**src/cgi_pkg.sv**
```systemverilog
// Package: register map, field positions and carrier types of the global interrupt flag block
package cgi_pkg;
   localparam int NUM_MBX = 32;
   localparam int LEGACY_MBX = 16;
   localparam int NUM_LINES = 2;
   localparam int ADDR_W = 8;

   localparam logic [7:0] OFS_FLAGS0 = 8'h00;
   localparam logic [7:0] OFS_FLAGS1 = 8'h04;
   localparam logic [7:0] OFS_GMASK = 8'h08;
   localparam logic [7:0] OFS_MBX_MASK = 8'h0C;
   localparam logic [7:0] OFS_MBX_LINE = 8'h10;

   localparam int BIT_GLOBAL_MAILBOX_FLAG = 15;
   localparam int BIT_ABORT_ACK_IRQ_FLAG = 14;
   localparam int BIT_WRITE_DENIED_FLAG = 13;
   localparam int BIT_WAKEUP_FLAG = 12;
   localparam int BIT_RX_LOST_FLAG = 11;
   localparam int BIT_BUS_OFF_FLAG = 10;
   localparam int BIT_ERROR_PASSIVE_FLAG = 9;
   localparam int BIT_WARNING_LEVEL_FLAG = 8;
   localparam int BIT_GIL = 2;
   localparam int BIT_I1EN = 1;
   localparam int BIT_I0EN = 0;
   localparam int MIV_W = 5;

   localparam logic [31:0] GMASK_RST = 32'h0000_0000;
   localparam logic [31:0] GMASK_WMASK = 32'h0000_7F07;
   localparam logic [31:0] FLAG_W1C_MASK = 32'h0000_3700;
   localparam logic [31:0] MBX_MASK_RST = 32'h0000_0000;
   localparam logic [31:0] MBX_LINE_RST = 32'h0000_0000;

   // Status from the protocol engine and mailbox RAM, same clock
   typedef struct packed {
      logic wake_evt;
      logic bus_off;
      logic err_passive;
      logic warn_level;
      logic id_wr_stb;
      logic [4:0] id_wr_mbx;
   } cgi_can_status_t;

   // Per-mailbox state vectors
   typedef struct packed {
      logic [31:0] abort_ack;
      logic [31:0] tx_ack;
      logic [31:0] rx_pending;
      logic [31:0] rx_lost_evt;
      logic [31:0] enabled;
   } cgi_mbx_status_t;
endpackage : cgi_pkg

```
**src/cgi_flags.sv**
```systemverilog
// Module: global interrupt flags, mailbox vector and two interrupt lines behind APB
//////////////////////////////////////////////////////////////////////////////
// Function
// - Abort ack flag sets; clears with ack bits
// - Identifier write on enabled mailbox sets flag
// - Wake-up flag sets on leaving sleep
// - Lost message on line-0 mailbox sets flag
// - Lost flag clears with pending bit clear
// - Bus-off entry sets bus-off flag
// - Error-passive entry sets error-passive flag
// - Warning level reached sets warning flag
// - Bits 7:5 reserved, writes change nothing
// - Vector holds mailbox number raising flag
// - Vector shows highest pending, 31 highest
// - Legacy mode uses four vector bits
// - Legacy mode ignores mailboxes 16 to 31 for mailbox flag and vector
// - Vector undefined when nothing pending
// - Global line select picks flag copy; lost and mailbox flags follow mailbox line
// - Global mask bits 14:8 gate flag interrupts; mailbox flag is not gated by them, only by mailbox mask
//////////////////////////////////////////////////////////////////////////////
module cgi_flags (
   input wire logic pclk,
   input wire logic presetn,
   input wire logic psel,
   input wire logic penable,
   input wire logic pwrite,
   input wire logic [cgi_pkg::ADDR_W-1:0] paddr,
   input wire logic [31:0] pwdata,
   output logic [31:0] prdata,
   output logic pready,
   output logic pslverr,
   input wire cgi_pkg::cgi_can_status_t can_status,
   input wire cgi_pkg::cgi_mbx_status_t mbx_status,
   input wire logic legacy_compat_mode,
   output logic [cgi_pkg::NUM_LINES-1:0] irq_line
);
   localparam int NL = cgi_pkg::NUM_LINES;

   logic [31:0] gmask_q;
   logic [31:0] mbx_mask_q;
   logic [31:0] mbx_line_q;
   logic [31:0] prdata_q;
   logic pready_q;
   logic pslverr_q;
   logic [NL-1:0] irq_q;
   logic [NL-1:0] abort_ack_irq_flag_q, write_denied_flag_q, wakeup_flag_q, rx_lost_flag_q, bus_off_flag_q, error_passive_flag_q, warning_level_flag_q, global_mailbox_flag_q;
   logic [NL-1:0][31:0] lost_q;
   logic [NL-1:0][cgi_pkg::MIV_W-1:0] miv_q;
   logic bus_off_prev_q, err_passive_prev_q, warn_prev_q;
   logic [31:0] abort_ack_prev_q;

   //////////////////////////////////////////////////////////////////////////
   // APB slave: no wait states, access phase always ready
   logic setup_ph;
   logic wr_en;
   logic addr_hit;
   assign setup_ph = psel & ~penable;
   assign wr_en = psel & penable & pready_q & pwrite;

   always_comb begin
      case (paddr)
         cgi_pkg::OFS_FLAGS0, cgi_pkg::OFS_FLAGS1, cgi_pkg::OFS_GMASK,
         cgi_pkg::OFS_MBX_MASK, cgi_pkg::OFS_MBX_LINE: addr_hit = 1'b1;
         default: addr_hit = 1'b0;
      endcase
   end

   always_ff @(posedge pclk or negedge presetn) begin
      if (!presetn) begin
         pready_q <= 1'b0;
         pslverr_q <= 1'b0;
      end else begin
         pready_q <= setup_ph;
         pslverr_q <= setup_ph & ~addr_hit;
      end
   end

   //////////////////////////////////////////////////////////////////////////
   // Software-owned registers
   always_ff @(posedge pclk or negedge presetn) begin
      if (!presetn) begin
         gmask_q <= cgi_pkg::GMASK_RST;
         mbx_mask_q <= cgi_pkg::MBX_MASK_RST;
         mbx_line_q <= cgi_pkg::MBX_LINE_RST;
      end else if (wr_en) begin
         if (paddr == cgi_pkg::OFS_GMASK) begin
            gmask_q <= pwdata & cgi_pkg::GMASK_WMASK;
         end
         if (paddr == cgi_pkg::OFS_MBX_MASK) begin
            mbx_mask_q <= pwdata;
         end
         if (paddr == cgi_pkg::OFS_MBX_LINE) begin
            mbx_line_q <= pwdata;
         end
      end
   end

   //////////////////////////////////////////////////////////////////////////
   // Event detection
   logic [31:0] aa_rise;
   logic wd_evt, bo_rise, ep_rise, wl_rise;
   logic [NL-1:0] gsel;
   logic [NL-1:0][31:0] w1c;
   logic [NL-1:0][31:0] line_sel;
   logic [NL-1:0][31:0] line_mif;
   logic [31:0] mif;

   assign aa_rise = mbx_status.abort_ack & ~abort_ack_prev_q;
   assign wd_evt = can_status.id_wr_stb & mbx_status.enabled[can_status.id_wr_mbx];
   // Entry into a state, not the level, sets the flag so W1C can stick
   assign bo_rise = can_status.bus_off & ~bus_off_prev_q;
   assign ep_rise = can_status.err_passive & ~err_passive_prev_q;
   assign wl_rise = can_status.warn_level & ~warn_prev_q;
   assign mif = (mbx_status.tx_ack | mbx_status.rx_pending) & mbx_mask_q &
                (legacy_compat_mode ? 32'h0000_FFFF : 32'hFFFF_FFFF);

   always_comb begin
      for (int l = 0; l < NL; l++) begin
         gsel[l] = (gmask_q[cgi_pkg::BIT_GIL] == l[0]);
         line_sel[l] = l[0] ? mbx_line_q : ~mbx_line_q;
         line_mif[l] = mif & line_sel[l];
         w1c[l] = (wr_en && paddr == (l[0] ? cgi_pkg::OFS_FLAGS1 : cgi_pkg::OFS_FLAGS0)) ?
                  (pwdata & cgi_pkg::FLAG_W1C_MASK) : 32'h0000_0000;
      end
   end

   always_ff @(posedge pclk or negedge presetn) begin
      if (!presetn) begin
         abort_ack_prev_q <= 32'h0000_0000;
         bus_off_prev_q <= 1'b0;
         err_passive_prev_q <= 1'b0;
         warn_prev_q <= 1'b0;
      end else begin
         abort_ack_prev_q <= mbx_status.abort_ack;
         bus_off_prev_q <= can_status.bus_off;
         err_passive_prev_q <= can_status.err_passive;
         warn_prev_q <= can_status.warn_level;
      end
   end

   //////////////////////////////////////////////////////////////////////////
   // Sticky flags, one copy per line
   always_ff @(posedge pclk or negedge presetn) begin
      if (!presetn) begin
         abort_ack_irq_flag_q <= '0;
         write_denied_flag_q <= '0;
         wakeup_flag_q <= '0;
         bus_off_flag_q <= '0;
         error_passive_flag_q <= '0;
         warning_level_flag_q <= '0;
      end else begin
         for (int l = 0; l < NL; l++) begin
            // cleared only as ack bits clear
            abort_ack_irq_flag_q[l] <= (gsel[l] & (|aa_rise)) | (abort_ack_irq_flag_q[l] & (|mbx_status.abort_ack));
            write_denied_flag_q[l] <= (gsel[l] & wd_evt) | (write_denied_flag_q[l] & ~w1c[l][cgi_pkg::BIT_WRITE_DENIED_FLAG]);
            wakeup_flag_q[l] <= (gsel[l] & can_status.wake_evt) | (wakeup_flag_q[l] & ~w1c[l][cgi_pkg::BIT_WAKEUP_FLAG]);
            bus_off_flag_q[l] <= (gsel[l] & bo_rise) | (bus_off_flag_q[l] & ~w1c[l][cgi_pkg::BIT_BUS_OFF_FLAG]);
            error_passive_flag_q[l] <= (gsel[l] & ep_rise) | (error_passive_flag_q[l] & ~w1c[l][cgi_pkg::BIT_ERROR_PASSIVE_FLAG]);
            warning_level_flag_q[l] <= (gsel[l] & wl_rise) | (warning_level_flag_q[l] & ~w1c[l][cgi_pkg::BIT_WARNING_LEVEL_FLAG]);
         end
      end
   end

   // Lost-message tracking per mailbox so the flag follows its own pending bit
   logic [NL-1:0][31:0] lost_d;
   always_comb begin
      for (int l = 0; l < NL; l++) begin
         // overflow on mailbox routed to this line
         lost_d[l] = (mbx_status.rx_lost_evt & line_sel[l]) | (lost_q[l] & mbx_status.rx_pending);
      end
   end

   always_ff @(posedge pclk or negedge presetn) begin
      if (!presetn) begin
         lost_q <= '0;
         rx_lost_flag_q <= '0;
      end else begin
         lost_q <= lost_d;
         for (int l = 0; l < NL; l++) begin
            rx_lost_flag_q[l] <= |lost_d[l];
         end
      end
   end

   //////////////////////////////////////////////////////////////////////////
   // Mailbox vector: plain priority encode, so it holds while its source stays the highest pending
   function automatic logic [cgi_pkg::MIV_W-1:0] top_mbx(input logic [31:0] v);
      logic [cgi_pkg::MIV_W-1:0] r;
      r = '0;
      for (int i = 0; i < cgi_pkg::NUM_MBX; i++) begin
         if (v[i]) begin
            r = i[cgi_pkg::MIV_W-1:0];
         end
      end
      return r;
   endfunction

   always_ff @(posedge pclk or negedge presetn) begin
      if (!presetn) begin
         miv_q <= '0;
         global_mailbox_flag_q <= '0;
      end else begin
         for (int l = 0; l < NL; l++) begin
            global_mailbox_flag_q[l] <= |line_mif[l];
            if (|line_mif[l]) begin
               // bit 4 stays zero in legacy mode
               miv_q[l] <= top_mbx(line_mif[l]);
            end
         end
      end
   end

   //////////////////////////////////////////////////////////////////////////
   // Read-back image and interrupt lines
   logic [NL-1:0][31:0] flags_img;
   logic [NL-1:0] line_en;
   logic [NL-1:0] irq_d;
   always_comb begin
      for (int l = 0; l < NL; l++) begin
         flags_img[l] = 32'h0000_0000;
         flags_img[l][cgi_pkg::BIT_GLOBAL_MAILBOX_FLAG] = global_mailbox_flag_q[l];
         flags_img[l][cgi_pkg::BIT_ABORT_ACK_IRQ_FLAG] = abort_ack_irq_flag_q[l];
         flags_img[l][cgi_pkg::BIT_WRITE_DENIED_FLAG] = write_denied_flag_q[l];
         flags_img[l][cgi_pkg::BIT_WAKEUP_FLAG] = wakeup_flag_q[l];
         flags_img[l][cgi_pkg::BIT_RX_LOST_FLAG] = rx_lost_flag_q[l];
         flags_img[l][cgi_pkg::BIT_BUS_OFF_FLAG] = bus_off_flag_q[l];
         flags_img[l][cgi_pkg::BIT_ERROR_PASSIVE_FLAG] = error_passive_flag_q[l];
         flags_img[l][cgi_pkg::BIT_WARNING_LEVEL_FLAG] = warning_level_flag_q[l];
         flags_img[l][cgi_pkg::MIV_W-1:0] = miv_q[l];
         line_en[l] = l[0] ? gmask_q[cgi_pkg::BIT_I1EN] : gmask_q[cgi_pkg::BIT_I0EN];
         irq_d[l] = line_en[l] & ((|(flags_img[l][cgi_pkg::BIT_ABORT_ACK_IRQ_FLAG:cgi_pkg::BIT_WARNING_LEVEL_FLAG] &
                    gmask_q[cgi_pkg::BIT_ABORT_ACK_IRQ_FLAG:cgi_pkg::BIT_WARNING_LEVEL_FLAG])) | global_mailbox_flag_q[l]);
      end
   end

   always_ff @(posedge pclk or negedge presetn) begin
      if (!presetn) begin
         irq_q <= '0;
      end else begin
         irq_q <= irq_d;
      end
   end

   always_ff @(posedge pclk or negedge presetn) begin
      if (!presetn) begin
         prdata_q <= 32'h0000_0000;
      end else if (setup_ph && !pwrite) begin
         case (paddr)
            cgi_pkg::OFS_FLAGS0: prdata_q <= flags_img[0];
            cgi_pkg::OFS_FLAGS1: prdata_q <= flags_img[1];
            cgi_pkg::OFS_GMASK: prdata_q <= gmask_q;
            cgi_pkg::OFS_MBX_MASK: prdata_q <= mbx_mask_q;
            cgi_pkg::OFS_MBX_LINE: prdata_q <= mbx_line_q;
            default: prdata_q <= 32'h0000_0000;
         endcase
      end
   end

   assign prdata = prdata_q;
   assign pready = pready_q;
   assign pslverr = pslverr_q;
   assign irq_line = irq_q;

   //////////////////////////////////////////////////////////////////////////
   // Checks
   wd_set_a: assert property (@(posedge pclk) disable iff (!presetn)
      wd_evt && gmask_q[cgi_pkg::BIT_GIL] == 1'b0 |=> write_denied_flag_q[0])
      else $error("write denied flag not set");
   aa_hold_a: assert property (@(posedge pclk) disable iff (!presetn)
      abort_ack_irq_flag_q[0] && (|mbx_status.abort_ack) |=> abort_ack_irq_flag_q[0])
      else $error("abort flag dropped with ack bits set");
   wu_set_a: assert property (@(posedge pclk) disable iff (!presetn)
      can_status.wake_evt && gsel[1] |=> wakeup_flag_q[1])
      else $error("wake flag not set");
   rml_clr_a: assert property (@(posedge pclk) disable iff (!presetn)
      lost_q[0] == 32'h0000_0000 && mbx_status.rx_lost_evt == 32'h0000_0000 |=> !rx_lost_flag_q[0])
      else $error("lost flag without lost mailbox");
   bo_entry_a: assert property (@(posedge pclk) disable iff (!presetn)
      $rose(can_status.bus_off) && gsel[0] |=> bus_off_flag_q[0])
      else $error("bus-off flag not set");
   ep_entry_a: assert property (@(posedge pclk) disable iff (!presetn)
      $rose(can_status.err_passive) && gsel[0] |=> error_passive_flag_q[0])
      else $error("error-passive flag not set");
   wl_setwins_a: assert property (@(posedge pclk) disable iff (!presetn)
      wl_rise && gsel[0] && w1c[0][cgi_pkg::BIT_WARNING_LEVEL_FLAG] |=> warning_level_flag_q[0])
      else $error("clear beat a new warning event");
   rsv_zero_a: assert property (@(posedge pclk) disable iff (!presetn)
      flags_img[0][7:5] == 3'b000 && flags_img[1][7:5] == 3'b000)
      else $error("reserved flag bits nonzero");
   miv_top_a: assert property (@(posedge pclk) disable iff (!presetn)
      line_mif[0][31] && !legacy_compat_mode |=> miv_q[0] == 5'h1F)
      else $error("vector not highest mailbox");
   miv_legacy_a: assert property (@(posedge pclk) disable iff (!presetn)
      legacy_compat_mode && $past(legacy_compat_mode) && (|line_mif[0]) |=> !miv_q[0][4])
      else $error("legacy vector uses bit 4");
   gil_route_a: assert property (@(posedge pclk) disable iff (!presetn)
      can_status.wake_evt && gsel[1] && !wakeup_flag_q[0] |=> wakeup_flag_q[1] && !wakeup_flag_q[0])
      else $error("flag set in wrong copy");
   irq_mask_a: assert property (@(posedge pclk) disable iff (!presetn)
      !gmask_q[cgi_pkg::BIT_I0EN] |=> !irq_q[0])
      else $error("disabled line raised");
   apb_ready_a: assert property (@(posedge pclk) disable iff (!presetn)
      setup_ph |=> pready_q) else $error("access phase not ready");
   aa_set_a: assert property (@(posedge pclk) disable iff (!presetn)
      (|aa_rise) && gsel[0] |=> abort_ack_irq_flag_q[0])
      else $error("abort flag not set");
   wd_clr_a: assert property (@(posedge pclk) disable iff (!presetn)
      w1c[0][cgi_pkg::BIT_WRITE_DENIED_FLAG] && !(wd_evt && gsel[0]) |=> !write_denied_flag_q[0])
      else $error("write denied flag not cleared");
   wu_quiet_a: assert property (@(posedge pclk) disable iff (!presetn)
      !can_status.wake_evt && !wakeup_flag_q[0] |=> !wakeup_flag_q[0])
      else $error("wake flag set without wake");
   rml_set_a: assert property (@(posedge pclk) disable iff (!presetn)
      (|(mbx_status.rx_lost_evt & line_sel[0])) |=> rx_lost_flag_q[0])
      else $error("lost flag not set");
   bo_quiet_a: assert property (@(posedge pclk) disable iff (!presetn)
      !can_status.bus_off && !bus_off_flag_q[0] |=> !bus_off_flag_q[0])
      else $error("bus-off flag set while bus-on");
   ep_quiet_a: assert property (@(posedge pclk) disable iff (!presetn)
      !can_status.err_passive && !error_passive_flag_q[0] |=> !error_passive_flag_q[0])
      else $error("error-passive flag set while active");
   wl_quiet_a: assert property (@(posedge pclk) disable iff (!presetn)
      !can_status.warn_level && !warning_level_flag_q[0] |=> !warning_level_flag_q[0])
      else $error("warning flag set below level");
   miv_hold_a: assert property (@(posedge pclk) disable iff (!presetn)
      !(|line_mif[0]) |=> $stable(miv_q[0]))
      else $error("vector moved while idle");
endmodule // cgi_flags

```
**config.mk**
```make
export PLATFORM = sky130hd
export DESIGN_NAME = cgi_flags
export DESIGN_NICKNAME = d
export VERILOG_FILES = /design/src/cgi_pkg.sv /design/src/cgi_flags.sv
export SDC_FILE = /design/constraint.sdc
export NUM_CORES = 1
export LEC_CHECK = 0
export ABC_AREA = 1
export BUFFER_PORTS_ARGS = -buffer_cell sky130_fd_sc_hd__buf_4
export CAP_MARGIN = 20
export CORE_MARGIN = 4
export CORE_UTILIZATION = 40
export DETAILED_ROUTE_END_ITERATION = 12
export GPL_ROUTABILITY_DRIVEN = 0
export PLACE_DENSITY_LB_ADDON = 0.3
export SKIP_LAST_GASP = 1
export SYNTH_ARGS = -nofsm -noshare
export SYNTH_HDL_FRONTEND = slang
export SYNTH_SLANG_ARGS = --single-unit
```
**constraint.sdc**
```tcl
create_clock -name pclk -period 1.84 [get_ports pclk]
set_input_delay 0.276 -clock pclk [delete_from_list [all_inputs] [get_ports pclk]]
set_output_delay 0.276 -clock pclk [all_outputs]
set_load 0.1 [all_outputs]
```
# After elaboration in Yosys (flattened, before gate mapping)

Cells that the tools add are included.

Register bits after elaboration: 235
Bits of input ports: 216
Output and inout port bits: 36
Word-level logic and storage cells: 195

$lt $le $gt $ge: 1
Eq/ne operators: 4
Muxes and demuxes: 69
Bitwise logic cells: 81
Reduce and logical (&&, ||, !) cells: 17

Operators with widths:

| kind                                                                   | number |
|---|---|
| 5-bit two-way mux                                                      | 59 |
| 32-bit bitwise AND                                                     | 9 |
| 32-bit OR reduction                                                    | 6 |
| 32-bit one-hot mux with 5 select lines                                 | 1 |
| 32-bit OR                                                              | 3 |
| 32-bit inverter                                                        | 2 |
| 1-bit bitwise AND                                                      | 35 |
| 32-bit two-way mux                                                     | 1 |
| 14-bit two-way mux                                                     | 2 |
| 8-bit by 4-bit equality test with 1-bit output (second input constant) | 2 |
| 1-bit inverter                                                         | 16 |
| 7-bit bitwise AND                                                      | 2 |
| 1-bit OR                                                               | 14 |
| 7-bit OR reduction                                                     | 2 |
| 8-bit by 3-bit equality test with 1-bit output (second input constant) | 1 |
| 8-bit by 5-bit equality test with 1-bit output (second input constant) | 1 |
| 8-bit logical NOT                                                      | 1 |
| 5-bit by 6-bit < comparator with 1-bit output (second input constant)  | 1 |
| 2-bit AND reduction                                                    | 3 |
| 1-bit binary-select mux with 5-bit select                              | 1 |
| 5-bit OR reduction                                                     | 1 |
| 1-bit two-way mux                                                      | 4 |
| 1-bit logical AND                                                      | 3 |
| 2-bit two-way mux                                                      | 1 |
| 1-bit logical NOT                                                      | 1 |

# Longest topological paths before layout

Gate-level depths: netlist of run 1.

Word-level depth: 35
Depth in mapped cells: 33
Gate-level depth less buffers: 33

# Least setup slack after synthesis of run 1

No wires, ideal clock.

Path type: register to register
Start: reg mbx_line_q[2]
End: reg miv_q (netlist bit flags_img[0])
Arrival: 1,864 ps
Required time: 1,715 ps
Path slack: -149 ps
Cell stages (with the launch flop): 33
Period minus slack after synthesis: 1,989 ps
Cell sequence: dfrtp_1 inv_1 nand3_1 nand2_1 nand2_1 nand2_1 nand2_1 nand2_1 nand2_1 nand2_1 nand2_1 nand2_1 nand2_1 nand2_1 nand2_1 nand2_1 nand2_1 nand2_1 nand2_1 nand2_1 nand2_1 nand2_1 nand2_1 nand2_1 nand2_1 nand2_1 nand2_1 nand2_1 nand2_1 nand2_1 nand2_1 nand2_1 nand3_2

Word-level cells in the longest chain between the ends: 32

Ends and longest elaborated chain:

| element                         | RTL line         | RTL |
|---|---|---|
| start: declaration              | cgi_flags.sv:41  | `logic [31:0] mbx_line_q;` |
| start signal: assignment        | cgi_flags.sv:84  | `mbx_line_q <= cgi_pkg::MBX_LINE_RST;` |
| start signal: assignment        | cgi_flags.sv:93  | `mbx_line_q <= pwdata;` |
| 32-bit inverter *               | --               |  |
| 32-bit bitwise AND *            | cgi_flags.sv:121 | `line_mif[l] = mif & line_sel[l];` |
| 2-bit two-way mux               | cgi_flags.sv:191 | `if (v[i]) begin` |
| 5-bit two-way mux (29 in a row) | cgi_flags.sv:191 |  |
| end signal: indexed assignment  | cgi_flags.sv:207 | `miv_q[l] <= top_mbx(line_mif[l]);` |
| end: declaration                | cgi_flags.sv:48  | `logic [NL-1:0][cgi_pkg::MIV_W-1:0] miv_q;` |

Every way passes the cells marked *; elsewhere a longest branch is shown, timed or not.
A chain may end at the register's enable or synchronous reset.

# Worst setup path after layout of run 1

Start: reg mbx_line_q[1]
End: reg miv_q (netlist bit flags_img[0])

Word-level cells in the longest chain between the ends: 33

Ends and longest elaborated chain:

| element                         | RTL line |
|---|---|
| 32-bit inverter *               | -- |
| 32-bit bitwise AND *            | cgi_flags.sv:121 |
| 1-bit two-way mux               | cgi_flags.sv:191 |
| 2-bit two-way mux               | cgi_flags.sv:191 |
| 5-bit two-way mux (29 in a row) | cgi_flags.sv:191 |

Marks and branches as above.

==> impl_metrics.yaml, run 1 <==
critical_path:
  end_kind: "flop"
  path_delay_family: "simple AND/OR/NAND/NOR gates"
  crit_type: "reg2reg"
  cp_max_fo: 2
  start_kind: "flop"
  crit_arrival_ns: 2.81
  slowest_stage: "dfrtp_1"
  critical_path_required_ns: 2.30
  cpMostUsedCell: "nand2_1"
  slowest_delay_ns: 0.41
  critPathBufInv: 0
die:
  die_area_sq_mm: 0.0297
  start_util_pct: 41.1
  core_area_sq_mm: 0.0263
  chipWidth_um: 172
  die_y_um: 172
  ioPinCount: 252
  num_rows: 59
place:
  dp_cells: 1998
  port_buffers: 251
  dp_slack_ns: -0.601
  hpwl_um: 27100
finish:
  insertedDiodeCount: 0
  final_layout_size_suffix_gt1_share_pct: 29.2
  mostFrequentLayoutCells: "buf_4 (378), nand2_1 (374), dfrtp_1 (233)"
  fillers: 2349
  fin_cells: 2089
  area_growth_pct: 44.1
  final_net_count: 1952
  multi_input_area_sq_mm: 0.00427
  final_common_cell: "buf_4"
  regArea_sq_mm: 0.00588
clock_tree:
  cts_tree: "done"
  cts_max_path_buffers: 3
  clkLatencyLatePin_ns: 0.52
  cts_buffers: 25
  cts_root_buf: "clkbuf_16"
  path_clk_slew_ns: 0.06
  clock-sinks: 235
  cts_max_level: 1
logic_synthesis:
  yosys.cell_types.count: 37
  synth_cells: 1312
  synth_area_leader_cell: "dfrtp_1"
  ys_warn_count: 0
  ys_seq_elements: 235
  syn-cell-area_sq_mm: 0.0108
  syn-num-nets: 1528
  synth_seq_area_share_pct: 54.5
  synthDominantCellAreaShare_pct: 54.5
  avgSynthCellArea_sq_um: 8.23
  synth_area_leaders: "dfrtp_1 (54%), nand2_1 (13%), inv_1 (5.8%), o21ai_0 (5.0%), o21ai_1 (4.4%)"
run:
  drv_cap: 0
global_routing:
  antenna_found_initial: 0
  grt_pass1_wl_um: 54600
  grt_pass1_vias: 10500
  grt_use_total_pct: 23.2
  grt_start_max_net_pins: 53
  grt-ovfl-total: 0
detailed_routing:
  drt_iter0_drc: 718
  via_count: 10700
  final_antenna_net_count: 0
  wire_per_inst_um: 16.9
  wl_um: 35400
  first_pass_iters: 5
  vias_per_cell: 5.14
  drc: 0
sta:
  slew_viol_final: 0
  timing.fmax_mhz: 424
  layout_min_cycle_time_ns: 2.36
  worst_pin_slew_ns: 0.480
  setup_viol: 4
  max_slew_margin_pct: 67.7
  fin_crit_sh_pct: 128
  layout_setup_ws_ns: -0.516
  hold_viol: 0
  rsz0062_at_grt: "yes"
  finClkSkew_ns: 0.0174
outcome:
  status: "complete, but fails checks"
  violations: "setup timing"
power:
  ir_drop_uv: 563
  p_total_mw: 12.3
  p_per_area_mw_per_mm2: 790
  leakage_nw: 7.92
min_path:
  min_path_type: "in2reg"
[per-layer routing]
metal	wire length (um)	global-route usage, %
met2	17000	39.4
met5	0	0
met1	14900	31.0
met4	750	5.54
met3	2680	4.46
[where the power goes]
group	switching [mW]	internal [mW]
logic	0.869	0.637
registers	0.102	5.37
clock network	2.05	3.26
total	3.03	9.26
[path summary, 6_finish.rpt]
path	start	to	slack (ns)	cells past startpoint
hold reg to reg	prdata[5]$_DFFE_PN0P_	prdata[5]$_DFFE_PN0P_	0.48	2
hold / removal	can_status[9]	wakeup_flag_q[0]$_DFF_PN0_	0.03	3
min in group asynchronous	presetn	lost_q[10]$_DFF_PN0_	0.27	2
setup reg to reg	mbx_line_q[1]$_DFFE_PN0P_	flags_img[0]$_DFFE_PN0P_	-0.52	31
max in group asynchronous	presetn	abort_ack_prev_q[27]$_DFF_PN0_	0.81	3
setup / recovery	mbx_line_q[1]$_DFFE_PN0P_	flags_img[0]$_DFFE_PN0P_	-0.52	31
[timing repair]
item                                    4_1_cts  5_1_grt
endpoints found under the setup margin        6       14
pin swaps                                    10       33
buffers inserted                              0        9
hold endpoints to repair                     83        0
hold buffers                                 37        0
resized for setup                             9       48
[worst register-to-register path, delay by kind of cell, from the launching register on]
kind / cells / cell delay, ns
AND/OR/NAND/NOR: 31 / 1.88
flip-flops: 1 / 0.41
[state kept, by name, indices dropped and copies added, names as in the netlist]
register,flops
error_passive_flag_q,2
bus_off_prev_q,1
warn_prev_q,1
pready,1
flags_img,10
mbx_line_q,32
err_passive_prev_q,1
pslverr,1
rx_lost_flag_q,2
mbx_mask_q,32
global_mailbox_flag_q,2
abort_ack_prev_q,32
lost_q,64
abort_ack_irq_flag_q,2
write_denied_flag_q,2
warning_level_flag_q,2
gmask_q,10
bus_off_flag_q,2
irq_line,2
wakeup_flag_q,2
prdata,32
[through the flow]
stage	utilization [%]	TNS, ns	hold WS [ns]	cell area, sq um
after floorplan	-	-0.269	-0.0196	10800
after global placement	53.6	-1.84	0.223	14100
after detailed placement	53.6	-2.14	0.227	14100
after CTS	58.4	-1.22	0.0116	15400
after global routing	59.2	-2.42	0.0194	15600
final	59.2	-1.32	0.0260	15600
[cells in the mapped netlist (all sizes together)]
library cell	instances
nand2	388
nand4	38
o21a	1
clkinv	1
o21bai	3
o21ai	202
o221ai	6
a21oi	20
inv	180
o2111ai	4
clkbuf	26
a41oi	1
dfrtp	235
nor2	78
or2	18
o211ai	5
o31a	1
a2bb2oi	10
o22ai	25
a2111oi	1
a221oi	14
nor3	4
or4	1
nor3b	1
nor4	28
nand3	11
a31oi	6
buf	4
[kinds of logic (layout without fill, tap and decap cells)]
logic type             Yosys count  in the layout  synth area share, %
AND/OR/NAND/NOR                567            567                 22.2
AO/OA/AOI/OAI                  299            299                 15.7
flip-flops                     235            235                 54.5
buffers and inverters          211            653                 7.60
[cell type report]
type	count	area share [%]
Timing Repair Buffer	427	22.1
Inverter	181	4.38
Multi-Input combinational cell	866	27.5
Tap cell	335	2.69
Clock buffer	35	4.58
Clock inverter	10	0.981
Sequential cell	235	37.8
Power figures use the tool's default switching activity.
==> run 2: changes to the inputs <==
SKIP_LAST_GASP = not set   (was 1)
==> impl_metrics.yaml, run 2 (synthesized netlist as in run 1, its figures left out) <==
outcome:
  status: "complete, but fails checks"
  violations: "setup timing"
critical_path:
  cp-endpoint: "flags_img[32]$_DFFE_PN0P_"
  r2r-end: "flags_img[32]$_DFFE_PN0P_"
  critical_path_required_ns: 2.30
  start_kind: "flop"
  setup.worst_path.start: "mbx_line_q[1]$_DFFE_PN0P_"
  cpMostUsedCell: "nand2_1"
  crit_arrival_ns: 2.81
  r2r_slack_ns: -0.51
  slowest_delay_ns: 0.39
  r2r-start: "mbx_line_q[1]$_DFFE_PN0P_"
  slowest_stage: "dfrtp_1"
  cp_max_fo: 2
  reg2reg_depth: 33
  crit_type: "reg2reg"
  end_kind: "flop"
finish:
  final_layout_size_suffix_gt1_share_pct: 29.4
  final_net_count: 1952
  fin_cells: 2089
  multi_input_area_sq_mm: 0.00429
  fillers: 2340
  regMostFlops: "lost_q"
  area_growth_pct: 44.3
  largest_reg_flops: 64
  insertedDiodeCount: 0
  final_area_sq_mm: 0.0156
  regArea_sq_mm: 0.00588
  final_common_cell: "buf_4"
  mostFrequentLayoutCells: "buf_4 (376), nand2_1 (374), dfrtp_1 (233)"
place:
  port_buffers: 251
  dpl_cell_area_sq_mm: 0.0141
  hpwl_um: 27100
  dp_slack_ns: -0.601
  dp_cells: 1998
sta:
  slew_viol_final: 0
  setup_viol: 4
  layout_min_cycle_time_ns: 2.35
  finClkSkew_ns: 0.0172
  max_slew_margin_pct: 68.1
  layout_setup_ws_ns: -0.511
  timing.fmax_mhz: 425
  worst_pin_slew_ns: 0.474
  hold_viol: 0
  rsz0062_at_grt: "yes"
  fin_crit_sh_pct: 128
  hold_ws_ns: 0.0256
clock_tree:
  cts_root_buf: "clkbuf_16"
  clock-sinks: 235
  path_clk_slew_ns: 0.07
  clkLatencyLatePin_ns: 0.52
  cts_max_path_buffers: 3
  cts_tree: "done"
  cts_buffers: 25
  cts_max_level: 1
power:
  p_per_area_mw_per_mm2: 789
  switchingPower_mw: 3.04
  switching_share_pct: 24.7
  seq_power_share_pct: 44.5
  p_int_mw: 9.26
  clockPowerShare_pct: 43.3
  ir_drop_uv: 564
  leakage_nw: 7.93
  combPwrFrac_pct: 12.2
detailed_routing:
  wire_per_inst_um: 16.9
  wl_um: 35300
  first_pass_iters: 5
  drc: 0
  vias_per_cell: 5.12
  via_count: 10700
  drt_iter0_drc: 789
  final_antenna_net_count: 0
min_path:
  hold_depth: 3
  hp-start: "can_status[9]"
  min_path_type: "in2reg"
global_routing:
  antenna_found_initial: 0
  grt_pass1_vias: 10500
  grt_pass1_wl_um: 54600
  grt_start_max_net_pins: 53
  grt-ovfl-total: 0
  grt_use_total_pct: 23.2
die:
  start_util_pct: 41.1
  chipWidth_um: 172
  die_y_um: 172
  ioPinCount: 252
  core_area_sq_mm: 0.0263
  die_area_sq_mm: 0.0297
  num_rows: 59
run:
  drv_cap: 0
[run 2: cell counts in the layout (fill, tap and decap cells not counted)]
No cell type changed its count.
[run 2: routing by layer]
| metal | wire length [um] | global-route usage, % | vias to the layer above | share of wire (%) |
|---|---|---|---|---|
| met5 | 0 | 0 | - | 0 |
| met4 | 778 | 5.54 | 0 | 2.2 |
| met3 | 2690 | 4.46 | 47 | 7.6 |
| met2 | 16800 | 39.4 | 403 | 48 |
| met1 | 15000 | 31.0 | 5066 | 42 |
| li1 | - | - | 5187 | - |
[run 2: what timing repair did]
action | in CTS | in global routing
endpoints found under the setup margin | 6 | 14
resized for setup | 14 | 49
hold endpoints to repair | 83 | 0
setup buffers | 0 | 9
hold buffers | 37 | 0
pin swaps | 10 | 36
[run 2: worst max-delay path: cells and delay by family, from the launching register on]
family                 cells  cell delay, ns
and+or+nand+nor           31            1.73
DFF                        1            0.39
buffers and inverters      2            0.19
[run 2: power by group through the flow]
stage | combinational, mW | clock, mW | sequential, mW
final | 1.50 | 5.32 | 5.47
after global routing | 1.63 | 5.58 | 5.48
after CTS | 1.50 | 5.39 | 5.47
after detailed placement | 1.43 | 0 | 5.56
after global placement | 1.41 | 0 | 5.56
after floorplan | 0.379 | 0 | 5.80
[run 2: cell type report]
type                            count  share of cell area, %
Clock inverter                     10                  0.980
Inverter                          181                   4.38
Clock buffer                       35                   4.58
Sequential cell                   235                   37.8
Tap cell                          335                   2.69
Multi-Input combinational cell    866                   27.5
Timing Repair Buffer              427                   22.1
[run 2: worst min-delay path by stage]
stage / end / slack, ns
after detailed placement: lost_q[42]$_DFF_PN0_ / 0.23
after CTS: lost_q[31]$_DFF_PN0_ / 0.01
after global routing: lost_q[49]$_DFF_PN0_ / 0.02
after floorplan: abort_ack_irq_flag_q[0]$_DFF_PN0_ / -0.02
after global placement: lost_q[42]$_DFF_PN0_ / 0.22
final: wakeup_flag_q[0]$_DFF_PN0_ / 0.03
[run 2: stage by stage]
step           power [mW]  util (%)  setup TNS [ns]
2_1_floorplan        6.18         -          -0.269
3_3_place_gp         6.97      53.6           -1.84
3_5_place_dp         7.00      53.6           -2.14
4_1_cts              12.4      58.5           -1.19
5_1_grt              12.7      59.3           -2.49
6_report             12.3      59.3           -1.44
